--- config.mk ---
export PLATFORM = sky130hd
export DESIGN_NAME = nvac_top
export DESIGN_NICKNAME = d
export VERILOG_FILES = /design/src/rtl/nvac_pkg.sv /design/src/rtl/nvac_top.sv
export SDC_FILE = /design/constraint.sdc
export NUM_CORES = 1
export LEC_CHECK = 0
export ABC_CLOCK_PERIOD_IN_PS = 6000
export BUFFER_PORTS_ARGS = -buffer_cell sky130_fd_sc_hd__buf_4
export CAP_MARGIN = 20
export CORE_MARGIN = 2
export CORE_UTILIZATION = 40
export DETAILED_ROUTE_END_ITERATION = 8
export PLACE_DENSITY = 0.56
export SYNTH_ARGS = -nofsm -noshare
export SYNTH_HDL_FRONTEND = slang
export SYNTH_SLANG_ARGS = --single-unit
--- constraint.sdc ---
create_clock -name pclk -period 6 [get_ports pclk]
set_input_delay 0.3 -clock pclk [delete_from_list [all_inputs] [get_ports pclk]]
set_output_delay 0.3 -clock pclk [all_outputs]
set_load 0.01 [all_outputs]
--- src/rtl/nvac_pkg.sv ---
package nvac_pkg;

  // Register byte offsets
  localparam logic [7:0] OFS_CTRL   = 8'h00;
  localparam logic [7:0] OFS_UNLOCK = 8'h04;
  localparam logic [7:0] OFS_LATCH  = 8'h08;
  localparam logic [7:0] OFS_PTR    = 8'h0c;
  localparam logic [7:0] OFS_FLAG   = 8'h10;
  localparam logic [7:0] OFS_TABOP  = 8'h14;

  // Access control field positions
  localparam int BIT_PGM    = 7;
  localparam int BIT_CFG    = 6;
  localparam int BIT_ERASE  = 4;
  localparam int BIT_ABORT  = 3;
  localparam int BIT_PERMIT = 2;
  localparam int BIT_WR     = 1;
  localparam int BIT_RD     = 0;

  // Flag and table-op register fields
  localparam int BIT_DONE   = 0;
  localparam int BIT_TBUSY  = 1;
  localparam int BIT_STORE  = 2;

  // Reset values
  localparam logic [7:0]  RST_CTRL  = 8'h08;
  localparam logic [7:0]  RST_LATCH = 8'h00;
  localparam logic [21:0] RST_PTR   = 22'h000000;

  // Unlock keys
  localparam logic [7:0] KEY_FIRST  = 8'h55;
  localparam logic [7:0] KEY_SECOND = 8'haa;

  // Pointer geometry
  localparam int PTR_W      = 22;
  localparam int ERASE_LSB  = 6;
  localparam int BLOCK_DEF  = 16;

  // Self-timed cycle
  localparam int unsigned CLK_HZ        = 40_000_000;
  localparam int unsigned CYCLE_TIME_US = 2000;
  localparam int unsigned CYCLE_CLKS    = CYCLE_TIME_US * (CLK_HZ / 1_000_000);

  typedef enum logic [1:0] {
    PMODE_KEEP,
    PMODE_POST_INC,
    PMODE_POST_DEC,
    PMODE_PRE_INC
  } nvac_pmode_type;

  typedef enum logic [1:0] {
    UNL_IDLE,
    UNL_HALF,
    UNL_ARMED
  } nvac_unlock_type;

  typedef enum logic {
    TAB_IDLE,
    TAB_FETCH
  } nvac_tab_type;

  // Long cycle command toward the flash / EEPROM array
  typedef struct packed {
    logic              busy;
    logic              erase;
    logic              pgm_space;
    logic              cfg_space;
    logic [PTR_W-1:0]  addr;
  } nvac_cycle_type;

  // Byte fetch request toward program memory
  typedef struct packed {
    logic              req;
    logic [PTR_W-1:0]  addr;
  } nvac_fetch_type;

endpackage : nvac_pkg

--- src/rtl/nvac_top.sv ---
`timescale 1ns/1ps
module nvac_top import nvac_pkg::*; #(
  parameter int          BLOCK_BYTES  = BLOCK_DEF,
  parameter int unsigned TIMER_CYCLES = CYCLE_CLKS
) (
  // Clock and reset
  input  wire logic                      pclk,
  input  wire logic                      presetn,
  // APB slave
  input  wire logic                      psel,
  input  wire logic                      penable,
  input  wire logic                      pwrite,
  input  wire logic [7:0]                paddr,
  input  wire logic [31:0]               pwdata,
  output logic      [31:0]               prdata,
  output logic                           pready,
  output logic                           pslverr,
  // Program memory byte fetch
  output nvac_fetch_type                 fetch,
  input  wire logic                      fetch_valid,
  input  wire logic [7:0]                fetch_data,
  // Long cycle toward the array
  output nvac_cycle_type                 cycle,
  output logic      [BLOCK_BYTES*8-1:0]  holding_block,
  // Data EEPROM read strobe
  output logic                           ee_read
);

  localparam int SEL_W = $clog2(BLOCK_BYTES);

  typedef struct packed {
    logic [31:0]                  rdata;
    logic                         ready;
    logic                         slverr;
    logic [7:0]                   ctrl;
    logic                         done;
    logic [7:0]                   latch;
    logic [PTR_W-1:0]             ptr;
    logic [BLOCK_BYTES-1:0][7:0]  hold;
    nvac_unlock_type              unl;
    nvac_tab_type                 tab;
    nvac_pmode_type               tmode;
    nvac_fetch_type               fetch;
    nvac_cycle_type               cycle;
    logic [31:0]                  timer;
    logic                         ee_read;
  } nvac_state_type;

  nvac_state_type s_q;
  nvac_state_type s_d;

  logic             acc;
  logic             wr_done;
  logic [7:0]       wb;
  logic [PTR_W-1:0] ptr_inc;
  logic [PTR_W-1:0] ptr_dec;

  assign acc     = psel && penable && !s_q.ready;
  assign wr_done = psel && penable && s_q.ready && pwrite;
  assign wb      = pwdata[7:0];
  // Top bit held; only the byte address below it moves
  assign ptr_inc = {s_q.ptr[PTR_W-1], s_q.ptr[PTR_W-2:0] + 21'h000001};
  assign ptr_dec = {s_q.ptr[PTR_W-1], s_q.ptr[PTR_W-2:0] - 21'h000001};

  always_comb begin
    s_d         = s_q;
    s_d.ready   = 1'b0;
    s_d.slverr  = 1'b0;
    s_d.ee_read = 1'b0;
    s_d.fetch.req = 1'b0;

    // Read data and error are registered on the same edge as pready
    if (acc) begin
      s_d.ready = 1'b1;
      s_d.rdata = 32'h00000000;
      if (paddr == OFS_CTRL) begin
        s_d.rdata[7:0] = {s_q.ctrl[7:6], 1'b0, s_q.ctrl[4:0]};
      end else if (paddr == OFS_UNLOCK) begin
        s_d.rdata = 32'h00000000;
      end else if (paddr == OFS_LATCH) begin
        s_d.rdata[7:0] = s_q.latch;
      end else if (paddr == OFS_PTR) begin
        s_d.rdata[PTR_W-1:0] = s_q.ptr;
      end else if (paddr == OFS_FLAG) begin
        s_d.rdata[BIT_DONE]  = s_q.done;
        s_d.rdata[BIT_TBUSY] = (s_q.tab != TAB_IDLE);
      end else if (paddr == OFS_TABOP) begin
        s_d.rdata[1:0]       = s_q.tmode;
      end else begin
        s_d.slverr = 1'b1;
      end
    end

    // Register writes take effect at the completing edge
    if (wr_done) begin
      if (paddr == OFS_CTRL) begin
        s_d.ctrl[BIT_PGM]    = wb[BIT_PGM];
        s_d.ctrl[BIT_CFG]    = wb[BIT_CFG];
        s_d.ctrl[BIT_ERASE]  = wb[BIT_ERASE];
        s_d.ctrl[BIT_ABORT]  = wb[BIT_ABORT];
        s_d.ctrl[BIT_PERMIT] = wb[BIT_PERMIT];
        // Set-only triggers; a zero write leaves them alone
        if (wb[BIT_WR] && !s_q.ctrl[BIT_WR]) begin
          s_d.ctrl[BIT_ABORT] = 1'b1;
          if (s_q.unl == UNL_ARMED && s_q.ctrl[BIT_PERMIT]) begin
            s_d.ctrl[BIT_WR]    = 1'b1;
            s_d.timer           = TIMER_CYCLES;
            s_d.cycle.busy      = 1'b1;
            s_d.cycle.erase     = s_q.ctrl[BIT_ERASE];
            s_d.cycle.pgm_space = s_q.ctrl[BIT_PGM];
            s_d.cycle.cfg_space = s_q.ctrl[BIT_CFG];
            if (s_q.ctrl[BIT_ERASE]) begin
              s_d.cycle.addr = {s_q.ptr[PTR_W-1:ERASE_LSB], {ERASE_LSB{1'b0}}};
            end else begin
              s_d.cycle.addr = {s_q.ptr[PTR_W-1:SEL_W], {SEL_W{1'b0}}};
            end
          end
          // Improper attempt: no cycle, abort flag left high
          s_d.unl = UNL_IDLE;
        end
        // Block the read when either space select is set
        if (wb[BIT_RD] && !s_q.ctrl[BIT_PGM] && !s_q.ctrl[BIT_CFG]) begin
          s_d.ctrl[BIT_RD] = 1'b1;
          s_d.ee_read      = 1'b1;
        end
      end else if (paddr == OFS_UNLOCK) begin
        if (wb == KEY_FIRST) begin
          s_d.unl = UNL_HALF;
        end else if (wb == KEY_SECOND && s_q.unl == UNL_HALF) begin
          s_d.unl = UNL_ARMED;
        end else begin
          s_d.unl = UNL_IDLE;
        end
      end else if (paddr == OFS_LATCH) begin
        s_d.latch = wb;
      end else if (paddr == OFS_PTR) begin
        s_d.ptr = pwdata[PTR_W-1:0];
      end else if (paddr == OFS_FLAG) begin
        if (wb[BIT_DONE]) begin
          s_d.done = 1'b0;
        end
      end else if (paddr == OFS_TABOP && s_q.tab == TAB_IDLE) begin
        s_d.tmode = nvac_pmode_type'(pwdata[1:0]);
        if (pwdata[BIT_STORE]) begin
          // Store: pre-increment moves the slot before the write
          if (nvac_pmode_type'(pwdata[1:0]) == PMODE_PRE_INC) begin
            s_d.ptr = ptr_inc;
            s_d.hold[ptr_inc[SEL_W-1:0]] = s_q.latch;
          end else begin
            s_d.hold[s_q.ptr[SEL_W-1:0]] = s_q.latch;
            if (nvac_pmode_type'(pwdata[1:0]) == PMODE_POST_INC) begin
              s_d.ptr = ptr_inc;
            end else if (nvac_pmode_type'(pwdata[1:0]) == PMODE_POST_DEC) begin
              s_d.ptr = ptr_dec;
            end
          end
        end else begin
          s_d.tab       = TAB_FETCH;
          s_d.fetch.req = 1'b1;
          if (nvac_pmode_type'(pwdata[1:0]) == PMODE_PRE_INC) begin
            s_d.ptr        = ptr_inc;
            s_d.fetch.addr = ptr_inc;
          end else begin
            s_d.fetch.addr = s_q.ptr;
          end
        end
      end
    end

    // Table fetch waits for the memory's byte, then applies post modes
    case (s_q.tab)
      TAB_IDLE: begin
      end
      TAB_FETCH: begin
        if (fetch_valid) begin
          s_d.tab   = TAB_IDLE;
          s_d.latch = fetch_data;
          if (s_q.tmode == PMODE_POST_INC) begin
            s_d.ptr = ptr_inc;
          end else if (s_q.tmode == PMODE_POST_DEC) begin
            s_d.ptr = ptr_dec;
          end
        end
      end
      default: begin
        s_d.tab = TAB_IDLE;
      end
    endcase

    // One-cycle EEPROM read clears its own trigger
    if (s_q.ctrl[BIT_RD]) begin
      s_d.ctrl[BIT_RD] = 1'b0;
    end

    // Self-timed cycle; completion overrides a same-cycle software write
    if (s_q.cycle.busy) begin
      if (s_q.timer <= 32'h00000001) begin
        s_d.cycle.busy      = 1'b0;
        s_d.timer           = 32'h00000000;
        s_d.ctrl[BIT_WR]    = 1'b0;
        s_d.ctrl[BIT_ABORT] = 1'b0;
        s_d.done            = 1'b1;
        if (s_q.cycle.erase) begin
          s_d.ctrl[BIT_ERASE] = 1'b0;
        end
      end else begin
        s_d.timer = s_q.timer - 32'h00000001;
      end
    end

    // Unimplemented bit always zero
    s_d.ctrl[5] = 1'b0;
  end

  always_ff @(posedge pclk or negedge presetn) begin
    if (!presetn) begin
      s_q         <= '0;
      // Abort flag powers up set so an interrupted cycle stays visible
      s_q.ctrl    <= RST_CTRL;
      s_q.latch   <= RST_LATCH;
      s_q.ptr     <= RST_PTR;
      s_q.unl     <= UNL_IDLE;
      s_q.tab     <= TAB_IDLE;
      s_q.tmode   <= PMODE_KEEP;
    end else begin
      s_q <= s_d;
    end
  end

  assign prdata        = s_q.rdata;
  assign pready        = s_q.ready;
  assign pslverr       = s_q.slverr;
  assign fetch         = s_q.fetch;
  assign cycle         = s_q.cycle;
  assign holding_block = s_q.hold;
  assign ee_read       = s_q.ee_read;

endmodule : nvac_top

======== After elaboration in Yosys (flattened, before gate mapping) ========
Cells that the tools add are included.
W data, S select, Z words.
word-level totals
  bits in registers ....................... 277
  input port bits ......................... 54
  output and inout bits ................... 212
  word-level logic and storage cells ...... 186
cells by class
  $add $sub $neg .......................... 3
  order comparisons ....................... 5
  equality and inequality tests ........... 17
  muxes and demuxes ....................... 82
  bitwise operators ....................... 7
  reductions and logical operators ........ 34
operators by type and width
  kind                     count
  $mux W149                3
  $mux W159                2
  $bwmux W128              2
  $mux W128                2
  $mux W251                1
  $mux W26                 6
  $mux W150                1
  $mux W58                 2
  $mux W22                 4
  $mux W21                 4
  $demux W8 S4             2
  $mux W32                 2
  $mux W30                 2
  $mux W59                 1
  $mux W8                  5
  $le A32 B1 Y1 const B    1
  $sub A32 B1 Y32 const B  1
  $mux W14                 2
  $mux W1                  26
  $mux W23                 1
  $mux W2                  11
  $add A21 B1 Y21 const B  1
  $sub A21 B1 Y21 const B  1
  $mux W20                 1
  other kinds (23)         64

======== Longest topological paths before layout ========
Gate-level depths: netlist of run 1.
  depth after elaboration ................. 19
  gate-level depth with buffers ........... 10
  mapped depth without buffers ............ 8

======== Least setup slack after synthesis of run 1 ========
Ideal clock, no wire load.
  path type ............................... register to register
  from .................................... register s_q[215] (netlist name)
  to ...................................... register s_q[233] (netlist name)
  setup time .............................. 0.129 ns
  arrival time ............................ 2.791 ns
  required time ........................... 5.871 ns
  slack ................................... 3.080 ns
  cell stages (with the launch flop) ...... 10
  buffers on the path ..................... 2
  period minus slack after synthesis ...... 2.920 ns
  cell sequence ........................... dfrtp_1 > buf_1 > inv_1 > ha_1 > or4b_2 > clkbuf_1 > or4_1 > nor4_1 > o211ai_1 > nor3b_1
RTL lines
  element          RTL line        source
  start, declared  nvac_top.sv:49  nvac_state_type s_q;

==> results of run 1 <==
[metal layers]
metal  global-route usage [%]  vias to the layer above  part of all wire (%)
met4                    8.876                        6                   3.3
met3                    5.611                      101                   7.0
met1                    31.61                     6071                    44
met2                    35.84                      439                    45
li1                         -                     5561                     -
met5                        0                        -                 0.077
[cells in the mapped netlist, types with 7 or more instances]
cell,n
a31oi_1,17
nor4_1,28
nand3_1,63
a32oi_1,9
o221ai_1,16
buf_4,211
nor2b_1,9
inv_1,15
clkbuf_1,87
mux2_2,152
a22oi_1,8
a221oi_1,7
buf_2,7
a221o_1,11
o211ai_1,14
nand4_1,16
and3_1,8
ha_1,7
or4_1,11
nor3_1,41
a21oi_1,57
mux2i_1,22
xnor2_1,18
a22o_1,7
o21ai_0,64
dfrtp_1,272
nand2_1,134
nand2b_1,18
o22ai_1,16
and2_1,7
xor2_1,16
nor2_1,101
o32ai_1,8
or2_2,8
or3_1,16
[how the worst max path moves through the flow]
stage | startpoint | end | slack [ns] | cells past startpoint
finish | s_q[215] | s_q[235] | 2.49 | 8
CTS | s_q[216] | s_q[229] | 2.59 | 7
floorplan | s_q[215] | s_q[233] | 3.08 | 9
detailed placement | s_q[215] | s_q[235] | 2.60 | 8
global route | s_q[215] | s_q[229] | 2.28 | 7
global placement | paddr[1] | fetch[2] | 2.57 | 7
[cell usage in the layout (no fill, tap or decap), types with 22 or more instances in the layout]
master and count:
dfrtp_1 272, buf_4 260, mux2_2 152, nand2_1 134, nor2_1 100, o21ai_0 64, nand3_1 63, a21oi_1 57
nor3_1 41, clkbuf_16 34, nor4_1 28, mux2i_1 22
[stage by stage]
stage | util, % | total power [uW] | instance area (um^2) | worst slack [ns]
3_5_place_dp | 42.37 | 2180 | 16370 | 2.601
5_1_grt | 45.47 | 4333 | 17570 | 2.278
6_report | 45.47 | 4181 | 17570 | 2.492
3_3_place_gp | 42.37 | 2178 | 16370 | 2.571
4_1_cts | 45.47 | 4251 | 17570 | 2.587
2_1_floorplan | - | 2047 | 15710 | 3.081
[worst register-to-register path: cells and delay by family, from the launching register on]
family | cells | cell delay (ns)
compound gates | 2 | 0.28
fa+ha+maj | 1 | 0.33
buf+inv | 1 | 0.29
flops | 1 | 0.61
simple gates | 4 | 1.89
[timing repair]
item / CTS / global route
setup endpoints to repair: 0 / 0
hold buffers: 12 / 0
hold endpoints to repair: 108 / 0
[power by group]
group	internal (uW)	total (uW)	switching (uW)
clock	1210	2030	818
combinational	84.1	249	165
sequential	1850	1910	54.2
[final cells by class]
type	instances	area, um^2
sequential	273	6833
timing repair buffer	274	2107
clock buffer	41	907.1
tap	518	648.1
fill	3715	21080
clock inverter	13	170.2
inverter	18	67.56
multi-input combinational	1012	6839
[cell families after synthesis]
family | count (synthesis)
compound gates | 287
mux | 174
flops | 273
simple gates | 496
xor+xnor | 34
fa+ha+maj | 7
buf+inv | 330
other cells | 1
==> results.md, run 1 <==
* Final min period at between 3 and 4 ns
* Netlist cell types at 85
* Leakage dissipation at 0.008160 uW
* Measured slew at the worst slew-check pin at between 0.9 and 1 ns
* Post-CTS Resized at 0
* Routed vias at 12180
* Die height at ~200 um
* Initial antenna violation count at 3
* PortBufs at 241
* XOR/XNOR share of the synthesized area at 1.901%
* Post-DRT Antenna Nets at 0
* Hold Crit Depth at 3
* Vias/cell at ~5.7
* Final worst-path cycle share at about three fifths
* Placed insts at ~2100
* Hold Path End: s_q[86]
* I/O pin cnt at 266
* Max IR drop VDD at 0.2048 mV
* Yosys warnings at 0
* Number of global-route vias before repair at around 12000
* Hold path startpoint: pwdata[3]
* Routed WL at about 48000 um
* Area Overhead vs Synth at 12.19%
* #FFs+latches synth at 273
* Crit-path max FO at 16
* Total congestion overflow at 0
* Startpoint types: register
* Worst skew pair latency at 0.55 ns
* Cell accounting for the most synthesized area: dfrtp_1
* Syn avg cell area at 9.777 um^2
* Antenna diodes at 0
* Number of H-tree levels at 2
* Slowest cell on the critical path: or4b_2
* Reg2reg start: s_q[215]
* TritonCTS clock tree: done
* Largest net degree at the start of global routing at 159
* Pre-Repair DR Iteration Count at 6
* Run status: finished clean
* CP Data Required Time at 6.43 ns
* Layout Cells excl Fill at ~2100
* Hold WC Path Type: in -> reg
* Gr usage total at a little under a quarter
* Area contributors post-synth: dfrtp_1 (43%), mux2_2 (11%), buf_4 (10%), nand2_1 (3.2%), nor2_1 (2.4%)
* Async SR Flop Fraction at 100.0%
* Remaining DRCs at 0
* Post-synthesis compound-gate area fraction at 12.44%
* TritonCTS buffer count at 34
* Clock Tree Buf Depth at 3
* Crit end category: register
* Starting Density at between 40 and 50%
* Seq/Total Area, Yosys at about 44%
* Final setup TNS at 0 ns
* Post-synth top flop: dfrtp_1
* Global-route wire length before repair at 73040 um
* Post-synth EDFFs at 0
* Post-Synth Simple-Gate Area at between 10% and 20%
* Power Dens Cells at 237.9 nW/um^2
* DP HPWL at 32870 um
* Share of layout cells above drive strength 1 at 30.35%
* CTS root buffer: clkbuf_16
* CP arrival at 3.94 ns
* Fin. Hold Viols at 0
* Cells after synthesis at 1602
* Routed len/inst at 22.33 um
* Synth Area in Adders at 0.5592%
* CTS clk-pin slew, worst paths at 0.06 ns
* Gpl congestion at 0.9500
* CP cell instances: inv_1 > ha_1 > or4b_2 > nor4_4 > nor3b_1 > a22o_1 > and3_1 > o31ai_1
* Core ar. at 38650 um^2
* Worst reg2reg endpoint: s_q[235]
* CP bufs+invs at 1
* RSZ-0062 raised after global routing: false
* Post-CTS Setup Inserts at 0
* Setup-failing EPs final at 0
* Largest family of logic cells by synthesized area: simple AND/OR/NAND/NOR gates
* Clk_skew at 0.02381 ns
* Delay-heaviest family, CP: simple AND/OR/NAND/NOR gates
* Achievable Freq at 285.1 MHz
* Reg-to-reg slack, setup at around 2.5 ns
* Die Area at 40760 um^2
* MaxCap Viol Count at 0
* Critical path class: reg -> reg
* Reg2Reg Depth at 8
* WHS at 0.04934 ns
* Post-synth top area share at around 43%
* 1st-iter DRT viols at ~1000
* Max incr delay on CP at 0.82 ns
* Mapped Area at between 15000 and 20000 um^2
* Max_slew headroom at 34.29%
* Row count at 72
* Mux cell area share after synthesis at 12.33%
* Die W at 201.9 um
* Nets at 1674
* # clock sinks at around 270
* Final Max Slew Viols at 0
Note: power is estimated with default switching activity, not from simulation.
==> run 2: changes to the inputs <==
--- a/config.mk
+++ b/config.mk
@@ -5,7 +5,7 @@
 export SDC_FILE = /design/constraint.sdc
 export NUM_CORES = 1
 export LEC_CHECK = 0
-export ABC_CLOCK_PERIOD_IN_PS = 6000
+export ABC_CLOCK_PERIOD_IN_PS = 3300
 export BUFFER_PORTS_ARGS = -buffer_cell sky130_fd_sc_hd__buf_4
 export CAP_MARGIN = 20
 export CORE_MARGIN = 2
==> constraint.sdc (replaced) <==
create_clock -name pclk -period 3.3 [get_ports pclk]
set_input_delay 0.165 -clock pclk [delete_from_list [all_inputs] [get_ports pclk]]
set_output_delay 0.165 -clock pclk [all_outputs]
set_load 0.01 [all_outputs]
==> run 2 against run 1 <==
- global-route usage up 0.46 points
- non-clock buffer count up 75
- clock skew up 0.0066 ns
- final cell count up 3.7%
- wire length up 2.1%
- sequential power up 81%
- via count up 2.2%
- critical path depth down 1
- core utilization up 1.7 points
- cell area up 3.6%
- combinational power up 110%
==> results.md, run 2 (same netlist as run 1, synthesis figures left out) <==
* Core Util, Final at a little under half
* CP Data Required Time at 3.74 ns
* CP cell instances: buf_4 > nand4_2 > or3_1 > nor4_1 > o21ai_0 > a2111oi_0 > o21ai_0
* Power Dens Cells at 416.4 nW/um^2
* Clock Tree Buf Depth at 3
* Largest net degree at the start of global routing at 94
* Number of global-route vias before repair at 12260
* Leakage dissipation at 0.008548 uW
* CP arrival at 3.46 ns
* Measured slew at the worst slew-check pin at 0.9489 ns
* Final worst-path cycle share at 91.36%
* # clock sinks at 273
* Startpoint types: register
* RSZ-0062 raised after global routing: false
* Dpl ws at 0.3930 ns
* Sw Pwr at 1899 uW
* Routed WL at 48980 um
* Cts-stage hold buffer count at 34
* TritonCTS clock tree: done
* PortBufs at 241
* Fin. Hold Viols at 0
* Final Max Slew Viols at 0
* Post-CTS Resized at 0
* Internal power at between 5000 and 6000 uW
* Combinational Power Share at 6.7%
* TritonCTS buffer count at 31
* Sequential power share at a little under half
* Die height at 201.9 um
* Pre-Repair DR Iteration Count at 6
* Routed vias at between 10000 and 15000
* Crit-path max FO at 16
* Die Area at 40760 um^2
* Core ar. at 38650 um^2
* Total congestion overflow at 0
* Routed len/inst at 21.97 um
* Number of H-tree levels at 1
* Post-DRT Antenna Nets at 0
* Remaining DRCs at 0
* Most frequent cells in the layout: buf_4 (311), dfrtp_1 (272), mux2_2 (152)
* Post-CTS Setup Inserts at 0
* Initial antenna violation count at 0
* Critical path class: reg -> reg
* Vias/cell at 5.581
* Die W at about 200 um
* Achievable Freq at 331.7 MHz
* Run status: finished clean
* Gr usage total at 23.70%
* Starting Density at 40.53%
* Clk_skew at approximately 0.03 ns
* CTS root buffer: clkbuf_16
* Worst skew pair latency at around 0.60 ns
* Tot Pwr at ~7600 uW
* I/O pin cnt at 266
* DP HPWL at 34380 um
* Max_slew headroom at 36.51%
* MaxCap Viol Count at 0
* WHS at 0.06298 ns
* Final setup TNS at 0 ns
* Nets at 1746
* Gpl congestion at between 0.9 and 1
* Hold WC Path Type: in -> reg
* Slowest cell on the critical path: dfrtp_1
* Setup-failing EPs final at 0
* CTS clk-pin slew, worst paths at approximately 0.06 ns
* Share of layout cells above drive strength 1 at between 30% and 40%
* Row count at 72
* Most used cell, CP: o21ai_0
* Clock power frac at between 40% and 50%
* Sw frac at approximately a quarter
* Max IR drop VDD at 0.4550 mV
* Final WS setup at 0.2853 ns
* Global-route wire length before repair at 75750 um
* Commonest non-fill, non-tap cell in the layout: buf_4
* Crit end category: register
* Final min period at 3.015 ns
* Area Overhead vs Synth at 16.27%
* 1st-iter DRT viols at 883
* Max incr delay on CP at 0.71 ns
## run 2: cell count changes in the layout (fill, tap and decap cells not counted), sizes merged
cell and delta:
buf +53, clkinv +5, diode +1, clkbuf -3
bufinv +1, clkinvlp -1, dlygate4sd3 +22, inv +2
## run 2: final cells by class
cell class	instances	area (um^2)
Fill cell	3675	20440
Multi-Input combinational cell	1012	6839
Sequential cell	273	6833
Timing Repair Buffer	349	2750
Clock buffer	38	832.0
Tap cell	518	648.1
Clock inverter	20	239.0
Inverter	18	67.56
Antenna cell	1	2.502
## run 2: path summary, 6_finish.rpt
check,slack [ns],to,startpoint,depth (start not counted)
setup / recovery,0.29,s_q[234],s_q[218],7
hold / removal,0.06,s_q[231],pwdata[16],5
setup reg to reg,0.29,s_q[234],s_q[218],7
hold reg to reg,0.45,s_q[246],s_q[246],1
max in group asynchronous,2.20,fetch[22],presetn,3
min in group asynchronous,0.20,async pin,presetn,2
## run 2: per-layer routing
| layer | track usage (%) | vias to the layer above | wire length [um] |
|---|---|---|---|
| met2 | 37.56 | 461 | 22700 |
| met4 | 6.828 | 0 | 1427 |
| met1 | 32.76 | 6165 | 21370 |
| li1 | - | 5722 | - |
| met3 | 4.918 | 92 | 3478 |
| met5 | 0 | - | 0 |
## run 2: worst max-delay path, delay by kind of cell (launching register included)
kind | cells | cell delay [ns]
and+or+nand+nor | 3 | 1.14
DFF | 1 | 0.71
buffers and inverters | 1 | 0.27
AOI/OAI and AO/OA | 3 | 0.74
## run 2: metrics by stage
| stage | std cells | instance area (um^2) |
|---|---|---|
| finish | 2229 | 18210 |
| global route | 2228 | 18210 |
| CTS | 2228 | 18210 |
| detailed placement | 2136 | 16800 |
| global placement | 2136 | 16800 |
| floorplan | 1615 | 15710 |
## run 2: power groups by stage
| stage | registers [uW] | logic (uW) | clock network [uW] |
|---|---|---|---|
| 2_1_floorplan | 3450 | 275 | 0 |
| 3_3_place_gp | 3510 | 473 | 0 |
| 3_5_place_dp | 3510 | 475 | 0 |
| 4_1_cts | 3450 | 511 | 3720 |
| 5_1_grt | 3460 | 561 | 3860 |
| 6_report | 3450 | 511 | 3620 |
